`src/include/phi_pkg.sv`:
```
// Package: constants and carriers for the identification header registers
// ---------------------------------------------------------------------------
// ---------------------------------------------------------------------------
package phi_pkg;
  localparam int FUNC_COUNT = 4;
  localparam logic [2:0] FUNC_W_MAX = 3'h3;
  // Dword indices (register offset bits 7:2)
  localparam logic [5:0] IDX_ID = 6'h00;
  localparam logic [5:0] IDX_CLASS = 6'h02;
  localparam logic [5:0] IDX_HTYPE = 6'h03;
  localparam logic [5:0] IDX_SUBSYS = 6'h0b;
  // Byte offsets within the header
  localparam logic [7:0] OFS_IDENTITY = 8'h02;
  localparam logic [7:0] OFS_CLASS = 8'h09;
  localparam logic [7:0] OFS_REVISION = 8'h08;
  localparam logic [7:0] OFS_HTYPE = 8'h0e;
  localparam logic [7:0] OFS_SUBVEN = 8'h2c;
  localparam logic [7:0] OFS_SUBID = 8'h2e;
  // Fixed field values
  localparam logic [7:0] CLASS_BASE = 8'h06;
  localparam logic [7:0] CLASS_SUB = 8'h00;
  localparam logic [7:0] CLASS_PROG = 8'h00;
  localparam logic HTYPE_MULTI = 1'b1;
  localparam logic [6:0] HTYPE_LAYOUT = 7'h00;
  localparam logic [31:0] READ_NO_FUNC = 32'hffff_ffff;
  localparam logic [31:0] READ_RESERVED = 32'h0000_0000;
  // Subsystem field positions within dword 0x2c
  localparam int SUBVEN_LSB = 0;
  localparam int SUBID_LSB = 16;

  typedef struct packed {
    logic rd;
    logic wr;
    logic [2:0] func;
    logic [5:0] idx;
    logic [3:0] be;
    logic [31:0] wdata;
  } phi_req_s;

  typedef struct packed {
    logic [31:0] subsys;
    logic [3:0] written;
    logic [31:0] rdata;
    logic rvalid;
  } phi_state_s;
endpackage

```
`src/logic/phi_header_regs.sv`:
```
// Design: identification part of a four-function type-0 config header
`timescale 1ns/100ps
`default_nettype none
module phi_header_regs #(
  // Arbitrary neutral values, not any real maker's codes
  parameter logic [15:0] FUNC_ID_BASE = 16'h1230,
  parameter logic [7:0] REVISION = 8'h3c,
  parameter logic [15:0] MAKER_CODE = 16'h5a5a
) (
  input wire logic mclk_in,
  input wire logic reset_in,
  input wire phi_pkg::phi_req_s req_in,
  output logic [31:0] rdata_out,
  output logic rvalid_out
);
  // -------------------------------------------------------------------------
  // Read decode
  // -------------------------------------------------------------------------
  function automatic logic [31:0] read_word(input logic [2:0] func,
                                            input logic [5:0] idx,
                                            input logic [31:0] subsys);
    logic [15:0] fid;
    fid = FUNC_ID_BASE + {14'h0000, func[1:0]};
    read_word = phi_pkg::READ_RESERVED;
    if (func > phi_pkg::FUNC_W_MAX) begin
      read_word = phi_pkg::READ_NO_FUNC;
    end else begin
      case (idx)
        phi_pkg::IDX_ID: read_word = {fid, 16'h0000};
        phi_pkg::IDX_CLASS: read_word = {phi_pkg::CLASS_BASE,
          phi_pkg::CLASS_SUB, phi_pkg::CLASS_PROG, REVISION};
        phi_pkg::IDX_HTYPE: read_word = {8'h00, phi_pkg::HTYPE_MULTI,
          phi_pkg::HTYPE_LAYOUT, 16'h0000};
        phi_pkg::IDX_SUBSYS: read_word = subsys;
        default: read_word = phi_pkg::READ_RESERVED;
      endcase
    end
  endfunction

  // -------------------------------------------------------------------------
  // State
  // -------------------------------------------------------------------------
  phi_pkg::phi_state_s st_r;
  phi_pkg::phi_state_s st_nxt;
  logic sub_hit;

  always_comb begin
    st_nxt = st_r;
    st_nxt.rvalid = 1'b0;
    // Bottom vendor, top identity word; shared by all functions
    sub_hit = req_in.wr && req_in.func <= phi_pkg::FUNC_W_MAX &&
              req_in.idx == phi_pkg::IDX_SUBSYS;
    for (int b = 0; b < 4; b++) begin
      // Lock per byte; later writes are silently ignored
      if (sub_hit && req_in.be[b] && !st_r.written[b]) begin
        st_nxt.subsys[8*b +: 8] = req_in.wdata[8*b +: 8];
        st_nxt.written[b] = 1'b1;
      end
    end
    if (req_in.rd) begin
      st_nxt.rdata = read_word(req_in.func, req_in.idx, st_r.subsys);
      st_nxt.rvalid = 1'b1;
    end
  end

  always_ff @(posedge mclk_in) begin
    if (reset_in) begin
      st_r.subsys <= {MAKER_CODE, MAKER_CODE};
      st_r.written <= 4'h0;
      st_r.rdata <= 32'h0000_0000;
      st_r.rvalid <= 1'b0;
    end else begin
      st_r <= st_nxt;
    end
  end

  assign rdata_out = st_r.rdata;
  assign rvalid_out = st_r.rvalid;

  // -------------------------------------------------------------------------
  // Checks
  // -------------------------------------------------------------------------
  property p_no_func;
    @(posedge mclk_in) disable iff (reset_in)
    req_in.rd && req_in.func > 3'h3 |=> rdata_out == 32'hffff_ffff;
  endproperty
  a_no_func: assert property (p_no_func) else $error("bad func read");

  property p_class;
    @(posedge mclk_in) disable iff (reset_in)
    req_in.rd && req_in.func < 3'h4 && req_in.idx == 6'h02
      |=> rdata_out[31:8] == 24'h060000;
  endproperty
  a_class: assert property (p_class) else $error("class wrong");

  property p_htype;
    @(posedge mclk_in) disable iff (reset_in)
    req_in.rd && req_in.func < 3'h4 && req_in.idx == 6'h03
      |=> rdata_out[23:16] == 8'h80;
  endproperty
  a_htype: assert property (p_htype) else $error("header type wrong");

  property p_id;
    @(posedge mclk_in) disable iff (reset_in)
    req_in.rd && req_in.func < 3'h4 && req_in.idx == 6'h00
      |=> rdata_out[31:16] == FUNC_ID_BASE + 16'($past(req_in.func[1:0]));
  endproperty
  a_id: assert property (p_id) else $error("identity wrong");

  property p_lock;
    @(posedge mclk_in) disable iff (reset_in)
    st_r.written[0] |=> st_r.subsys[7:0] == $past(st_r.subsys[7:0]);
  endproperty
  a_lock: assert property (p_lock) else $error("byte rewritten");

  property p_first;
    @(posedge mclk_in) disable iff (reset_in)
    sub_hit && req_in.be[2] && !st_r.written[2]
      |=> st_r.written[2] && st_r.subsys[23:16] == $past(req_in.wdata[23:16]);
  endproperty
  a_first: assert property (p_first) else $error("first write lost");

  property p_resv;
    @(posedge mclk_in) disable iff (reset_in)
    req_in.rd && req_in.func < 3'h4 && req_in.idx == 6'h3f
      |=> rdata_out == 32'h0;
  endproperty
  a_resv: assert property (p_resv) else $error("reserved not zero");

  property p_rv;
    @(posedge mclk_in) disable iff (reset_in)
    req_in.rd |=> rvalid_out ##1 (rvalid_out == $past(req_in.rd));
  endproperty
  a_rv: assert property (p_rv) else $error("read valid wrong");

  // -------------------------------------------------------------------------
  // Field, lock, reset and read-output checks
  // -------------------------------------------------------------------------
  property p_sub;
    @(posedge mclk_in) disable iff (reset_in)
    req_in.rd && req_in.func < 3'h4 && req_in.idx == phi_pkg::IDX_CLASS
      |=> rdata_out[23:16] == phi_pkg::CLASS_SUB;
  endproperty
  a_sub: assert property (p_sub) else $error("sub-class wrong");

  property p_prog;
    @(posedge mclk_in) disable iff (reset_in)
    req_in.rd && req_in.func < 3'h4 && req_in.idx == phi_pkg::IDX_CLASS
      |=> rdata_out[15:8] == phi_pkg::CLASS_PROG;
  endproperty
  a_prog: assert property (p_prog) else $error("prog interface wrong");

  property p_rev;
    @(posedge mclk_in) disable iff (reset_in)
    req_in.rd && req_in.func < 3'h4 && req_in.idx == phi_pkg::IDX_CLASS
      |=> rdata_out[7:0] == REVISION;
  endproperty
  a_rev: assert property (p_rev) else $error("revision wrong");

  property p_layout;
    @(posedge mclk_in) disable iff (reset_in)
    req_in.rd && req_in.func < 3'h4 && req_in.idx == phi_pkg::IDX_HTYPE
      |=> rdata_out[22:16] == phi_pkg::HTYPE_LAYOUT;
  endproperty
  a_layout: assert property (p_layout) else $error("layout wrong");

  property p_vid_low;
    @(posedge mclk_in) disable iff (reset_in)
    req_in.rd && req_in.func < 3'h4 && req_in.idx == phi_pkg::IDX_ID
      |=> rdata_out[15:0] == 16'h0000;
  endproperty
  a_vid_low: assert property (p_vid_low) else $error("low half wrong");

  property p_ro;
    @(posedge mclk_in) disable iff (reset_in)
    req_in.wr && req_in.idx != phi_pkg::IDX_SUBSYS
      |=> st_r.subsys == $past(st_r.subsys);
  endproperty
  a_ro: assert property (p_ro) else $error("read-only write landed");

  property p_drop;
    @(posedge mclk_in) disable iff (reset_in)
    req_in.wr && req_in.func > 3'h3
      |=> st_r.subsys == $past(st_r.subsys) &&
          st_r.written == $past(st_r.written);
  endproperty
  a_drop: assert property (p_drop) else $error("absent func written");

  property p_rst_val;
    @(posedge mclk_in) disable iff (reset_in)
    $fell(reset_in)
      |-> st_r.subsys == {MAKER_CODE, MAKER_CODE} && st_r.written == 4'h0;
  endproperty
  a_rst_val: assert property (p_rst_val) else $error("reset value");

  property p_lock3;
    @(posedge mclk_in) disable iff (reset_in)
    st_r.written[3] |=> st_r.subsys[31:24] == $past(st_r.subsys[31:24]);
  endproperty
  a_lock3: assert property (p_lock3) else $error("top byte rewritten");

  property p_first0;
    @(posedge mclk_in) disable iff (reset_in)
    sub_hit && req_in.be[0] && !st_r.written[0]
      |=> st_r.written[0] && st_r.subsys[7:0] == $past(req_in.wdata[7:0]);
  endproperty
  a_first0: assert property (p_first0) else $error("vendor byte lost");

  property p_lock_keep;
    @(posedge mclk_in) disable iff (reset_in)
    st_r.written[1] |=> st_r.written[1];
  endproperty
  a_lock_keep: assert property (p_lock_keep) else $error("lock lost");

  property p_rd_stand;
    @(posedge mclk_in) disable iff (reset_in)
    !req_in.rd |=> $stable(rdata_out);
  endproperty
  a_rd_stand: assert property (p_rd_stand) else $error("data moved");

  property p_no_rv;
    @(posedge mclk_in) disable iff (reset_in)
    !req_in.rd |=> !rvalid_out;
  endproperty
  a_no_rv: assert property (p_no_rv) else $error("stray read valid");
endmodule
`default_nettype wire

```
`config.mk`:
```
export PLATFORM = sky130hd
export DESIGN_NAME = phi_header_regs
export DESIGN_NICKNAME = d
export VERILOG_FILES = /design/src/include/phi_pkg.sv /design/src/logic/phi_header_regs.sv
export SDC_FILE = /design/constraint.sdc
export NUM_CORES = 1
export LEC_CHECK = 0
export BUFFER_PORTS_ARGS = -buffer_cell sky130_fd_sc_hd__buf_2
export CORE_UTILIZATION = 47
export DETAILED_ROUTE_END_ITERATION = 16
export GPL_ROUTABILITY_DRIVEN = 0
export GPL_TIMING_DRIVEN = 0
export PLACE_DENSITY_LB_ADDON = 0.1
export SLEW_MARGIN = 20
export SYNTH_ARGS = -nofsm -noshare
export SYNTH_HDL_FRONTEND = slang
export SYNTH_SLANG_ARGS = --single-unit
```
`constraint.sdc`:
```
create_clock -name mclk_in -period 1.3 [get_ports mclk_in]
set_clock_uncertainty 0.1 [all_clocks]
set_input_delay 0.195 -clock mclk_in [delete_from_list [all_inputs] [get_ports mclk_in]]
set_output_delay 0.195 -clock mclk_in [all_outputs]
set_load 0.02 [all_outputs]
```
Word level (Yosys, flattened, before mapping)
Index checks and enable logic that the tools add are counted.

$add $sub $neg: 1. $lt $le $gt $ge: 2. Equality and inequality tests: 3. Muxes and demuxes: 3. Reductions and logical operators: 15.

Operators by type and width (number): 32-bit one-hot mux with 4 select lines (1); 32-bit 2-to-1 mux (1); 13-bit by 2-bit adder with 14-bit output (first input constant) (1); 6-bit by 2-bit == test with 1-bit output (second input constant) (2); 1-bit logical AND (10); 6-bit by 4-bit == test with 1-bit output (second input constant) (1); 6-bit zero test (1); 1-bit zero test (4); 3-bit by 2-bit greater-than comparator with 1-bit output (second input constant) (1); 3-bit by 2-bit <= comparator with 1-bit output (second input constant) (1); 1-bit 2-to-1 mux (1).

Register bits: 69. Output and inout bits: 33. Logic and storage cells: 34.

Depth between registers and ports, before layout
Word-level depth: 5. Mapped depth: 6. Depth with buffers taken out: 3.

Least setup slack after synthesis
Ideal clock, no wire load.

Path kind: input to register. From: input req_in[44] in the netlist's numbering. To: register st_r[38] in the netlist's numbering. Library setup time: 0.120 ns. Data arrival time: 1.034 ns. Data required time: 1.080 ns. Path slack: 0.046 ns. Stages: 5. Cell sequence: and4b_1 clkbuf_1 nand4b_1 buf_6 mux2i_1.

Longest elaborated chain between the ends: 5.

Ends and longest elaborated chain: start: declaration (RTL line phi_header_regs.sv:12) `input wire phi_pkg::phi_req_s req_in,`; 3-bit by 2-bit <= comparator with 1-bit output (RTL line phi_header_regs.sv:51) `sub_hit = req_in.wr && req_in.func <= phi_pkg::FUNC_W_MAX &&`; 1-bit logical AND (2 in a row) (RTL line phi_header_regs.sv:51); 1-bit logical AND (2 in a row) (RTL line phi_header_regs.sv:55) `if (sub_hit && req_in.be[b] && !st_r.written[b]) begin`; end signal: assignment (RTL line phi_header_regs.sv:73) `st_r <= st_nxt;`; end: declaration (RTL line phi_header_regs.sv:43) `phi_pkg::phi_state_s st_r;`.

Every way passes these cells. A chain may end at the register's enable or synchronous reset.

Worst setup path after layout
From: register st_r, in the netlist rdata_out[4]. To: output rdata_out[4].

RTL lines: end: declaration (RTL line phi_header_regs.sv:13) `output logic [31:0] rdata_out,`.

No word-level cell between the ends.

==> impl_metrics.csv <==
group,metric,value,unit
die,core,0.00635,mm^2
drt,route.detailed.drc,0,
setup_path,worstPathArrival,930,ps
die,die_x,83.2,um
placed_design,dp_hpwl,5150,um
clocking,clk_latency,330,ps
die,dieArea,0.00692,mm^2
global_route,antenna_found_initial,0,
global_route,grt_pass1_vias,2524,
yosys,async_flop_share,0,%
clocking,htree_levels,3,
yosys,synthFlopType,"dfxtp_1",
yosys,synthTopCellsByArea,"dfxtp_1 (45%), mux2i_1 (10%), nor2_1 (8.5%)",
timing,setup_viol,0,
yosys,synth.distinct_cells,22,
global_route,grt_max_degree,11,
setup_path,worst-path-max-fanout,2,
power_and_ir_drop,p_leak,1.90,nW
yosys,yosys_warnings,0,
timing,rsz0062_at_grt,"false",
timing,max_slew_margin,62.8,%
timing,timing.hold.ws,15.2,ps
yosys,synth_top_area_cell,"dfxtp_1",
layout,seqCellArea,0.00138,mm^2
global_route,grt_use_met1,27.7,%
clocking,cts.clk_slew.worst_paths,70,ps
clocking,cts_buffer_depth,2,
run,max_cap_violations,0,
yosys,syn_inst,349,
global_route,grt_pass1_wl,11800,um
die,ios,82,
drt,drt_wl_total,7130,um
placed_design,post-place-cells,505,
timing,fin_crit_sh,94.1,%
yosys,synth.yosys.seq_area_share,44.6,%
die,start_util,48.8,%
timing,finalCriticalPeriod,1220,ps
layout,finalNonFillerCells,522,
clocking,cts_num_sinks,69,
drt,wire_per_inst,13.7,um
clocking,cts_tree,"yes",
clocking,ctsHoldBuffers,0,
die,die_h,83.2,um
yosys,synth_edf_count,0,
timing,final-max-slew-violation-count,0,
power_and_ir_drop,peakVddDrop,680,uV
layout,layout.cells.most_common,"buf_2",
layout,layout-drive-gt1-share,32.8,%
die,placementRows,29,
timing,hold_viol,0,
drt,drt-initial-drc-count,114,
setup_path,cp_slowest_cell,"dfxtp_1",
timing,tightest_slew,558,ps
drt,via_count,2583,
power_and_ir_drop,power_density,1200,mW/mm^2
setup_path,cp-start-kind,"flip-flop",
yosys,avgSynthCellArea,8.88,um^2
setup_path,cp_cell_sequence,"buf_4 > buf_2",
layout,multi_input_area,0.00133,mm^2
run_status,status,"finished clean",
global_route,use_met3,4.08,%
yosys,mappedNetlistNets,398,
drt,ant_nets,0,
layout,final_net_count,490,
layout,area_growth,23.1,%
layout,final_cell_mix,"buf_2 (87), nor2_1 (70), dfxtp_1 (69), buf_4 (35), nand2b_1 (34)",
timing,fmax,818,MHz
global_route,grt_use_total,21.5,%
setup_path,end_kind,"output port",
drt,via_per_inst,4.95,
yosys,ys_ff_latch,69,
clocking,numCtsBuffers,9,
hold_path,min_path_type,"input port to flip-flop",
global_route,grt.overflow.total,0,
layout,n_antenna_cell,0,
yosys,syn_area,0.00310,mm^2
layout,fill_cells,607,
setup_path,path_class,"flip-flop to output port",
global_route,grt.met2_usage,35.2,%
setup_path,slowest_delay,350,ps
setup_path,cp.required,1000,ps
placed_design,port_buffers,79,
drt,drtPass1Iterations,4,
clocking,cts-root-buf,"clkbuf_8",
global_route,top_usage_layer,"met2",
yosys,synth_top_area_share,44.6,%
state kept, by name, summed over array words and instances (netlist names):
name	cells
rdata_out	32
st_r	36
rvalid_out	1
what timing repair did:
action                                  4_1_cts  5_1_grt
pin swaps                                     0        2
gates resized for setup                       2        6
endpoints found under the setup margin       20       30
setup buffers                                 0        3
cloned                                        0        0
cells by family (layout without fill, tap and decap cells):
| family | Yosys count | in the layout | synth area share (%) |
|---|---|---|---|
| AOI/OAI and AO/OA | 40 | 40 | 8.56 |
| DFF | 69 | 69 | 44.6 |
| buffers and inverters | 62 | 158 | 12.7 |
| and+or+nand+nor | 146 | 146 | 23.9 |
| muxes | 32 | 32 | 10.3 |
power breakdown:
part           internal [W]  switching [W]  total, W
clock              0.000984       0.000726   0.00171
sequential          0.00219      0.0000367   0.00222
combinational      0.000285       0.000344  0.000629
worst max-delay path, delay by kind of cell (launching register included):
family                 cells  cell delay (ps)
DFF                        1              350
buffers and inverters      2              260
per-layer routing:
metal / share of wire (%) / up-vias
met4: 1.7 / 0
met1: 48 / 1161
li1: - / 1344
met5: 0 / -
met3: 4.2 / 11
met2: 46 / 67
cell usage after synthesis, types with 4 or more instances:
cell type and number:
mux2i_1 32, a31oi_1 27, nand3_1 10, buf_2 8, dfxtp_1 69, clkbuf_1 17
nor2_1 70, a211oi_1 11, nor3_1 22, buf_4 32, nand4b_1 4, buf_6 4
nand2b_1 34
through the flow:
step	TNS (ps)	area [um^2]	setup slack, ps	total power (W)	utilization [%]
floorplan	0	3100	45.9	0.00267	-
global placement	-18380	3590	-406	0.00289	56.6
detailed placement	-20420	3590	-465	0.00290	56.6
CTS	0	3790	17.9	0.00459	59.6
global route	0	3810	3.06	0.00476	60.1
finish	0	3810	77.1	0.00456	60.1
path summary, 6_finish.rpt:
| path | cells past startpoint | to | slack, ps | from |
|---|---|---|---|---|
| worst max-delay path | 2 | rdata_out[4] | 80 | rdata_out[4] |
| worst min-delay path | 3 | st_r[66] | 20 | req_in[29] |
| worst max register to register | 3 | st_r[51] | 240 | st_r[34] |
| worst min register to register | 2 | st_r[35] | 370 | st_r[35] |
final cells by class:
type / instances / area share, %
plain buffers: 61 / 10.4
multi-input cells: 218 / 34.9
clock inverters: 1 / 0.787
clock buffers: 14 / 4.26
repair buffers: 82 / 11.0
flip-flops and latches: 69 / 36.2
well taps: 77 / 2.53
No activity file was read; power rests on OpenSTA's default activity.
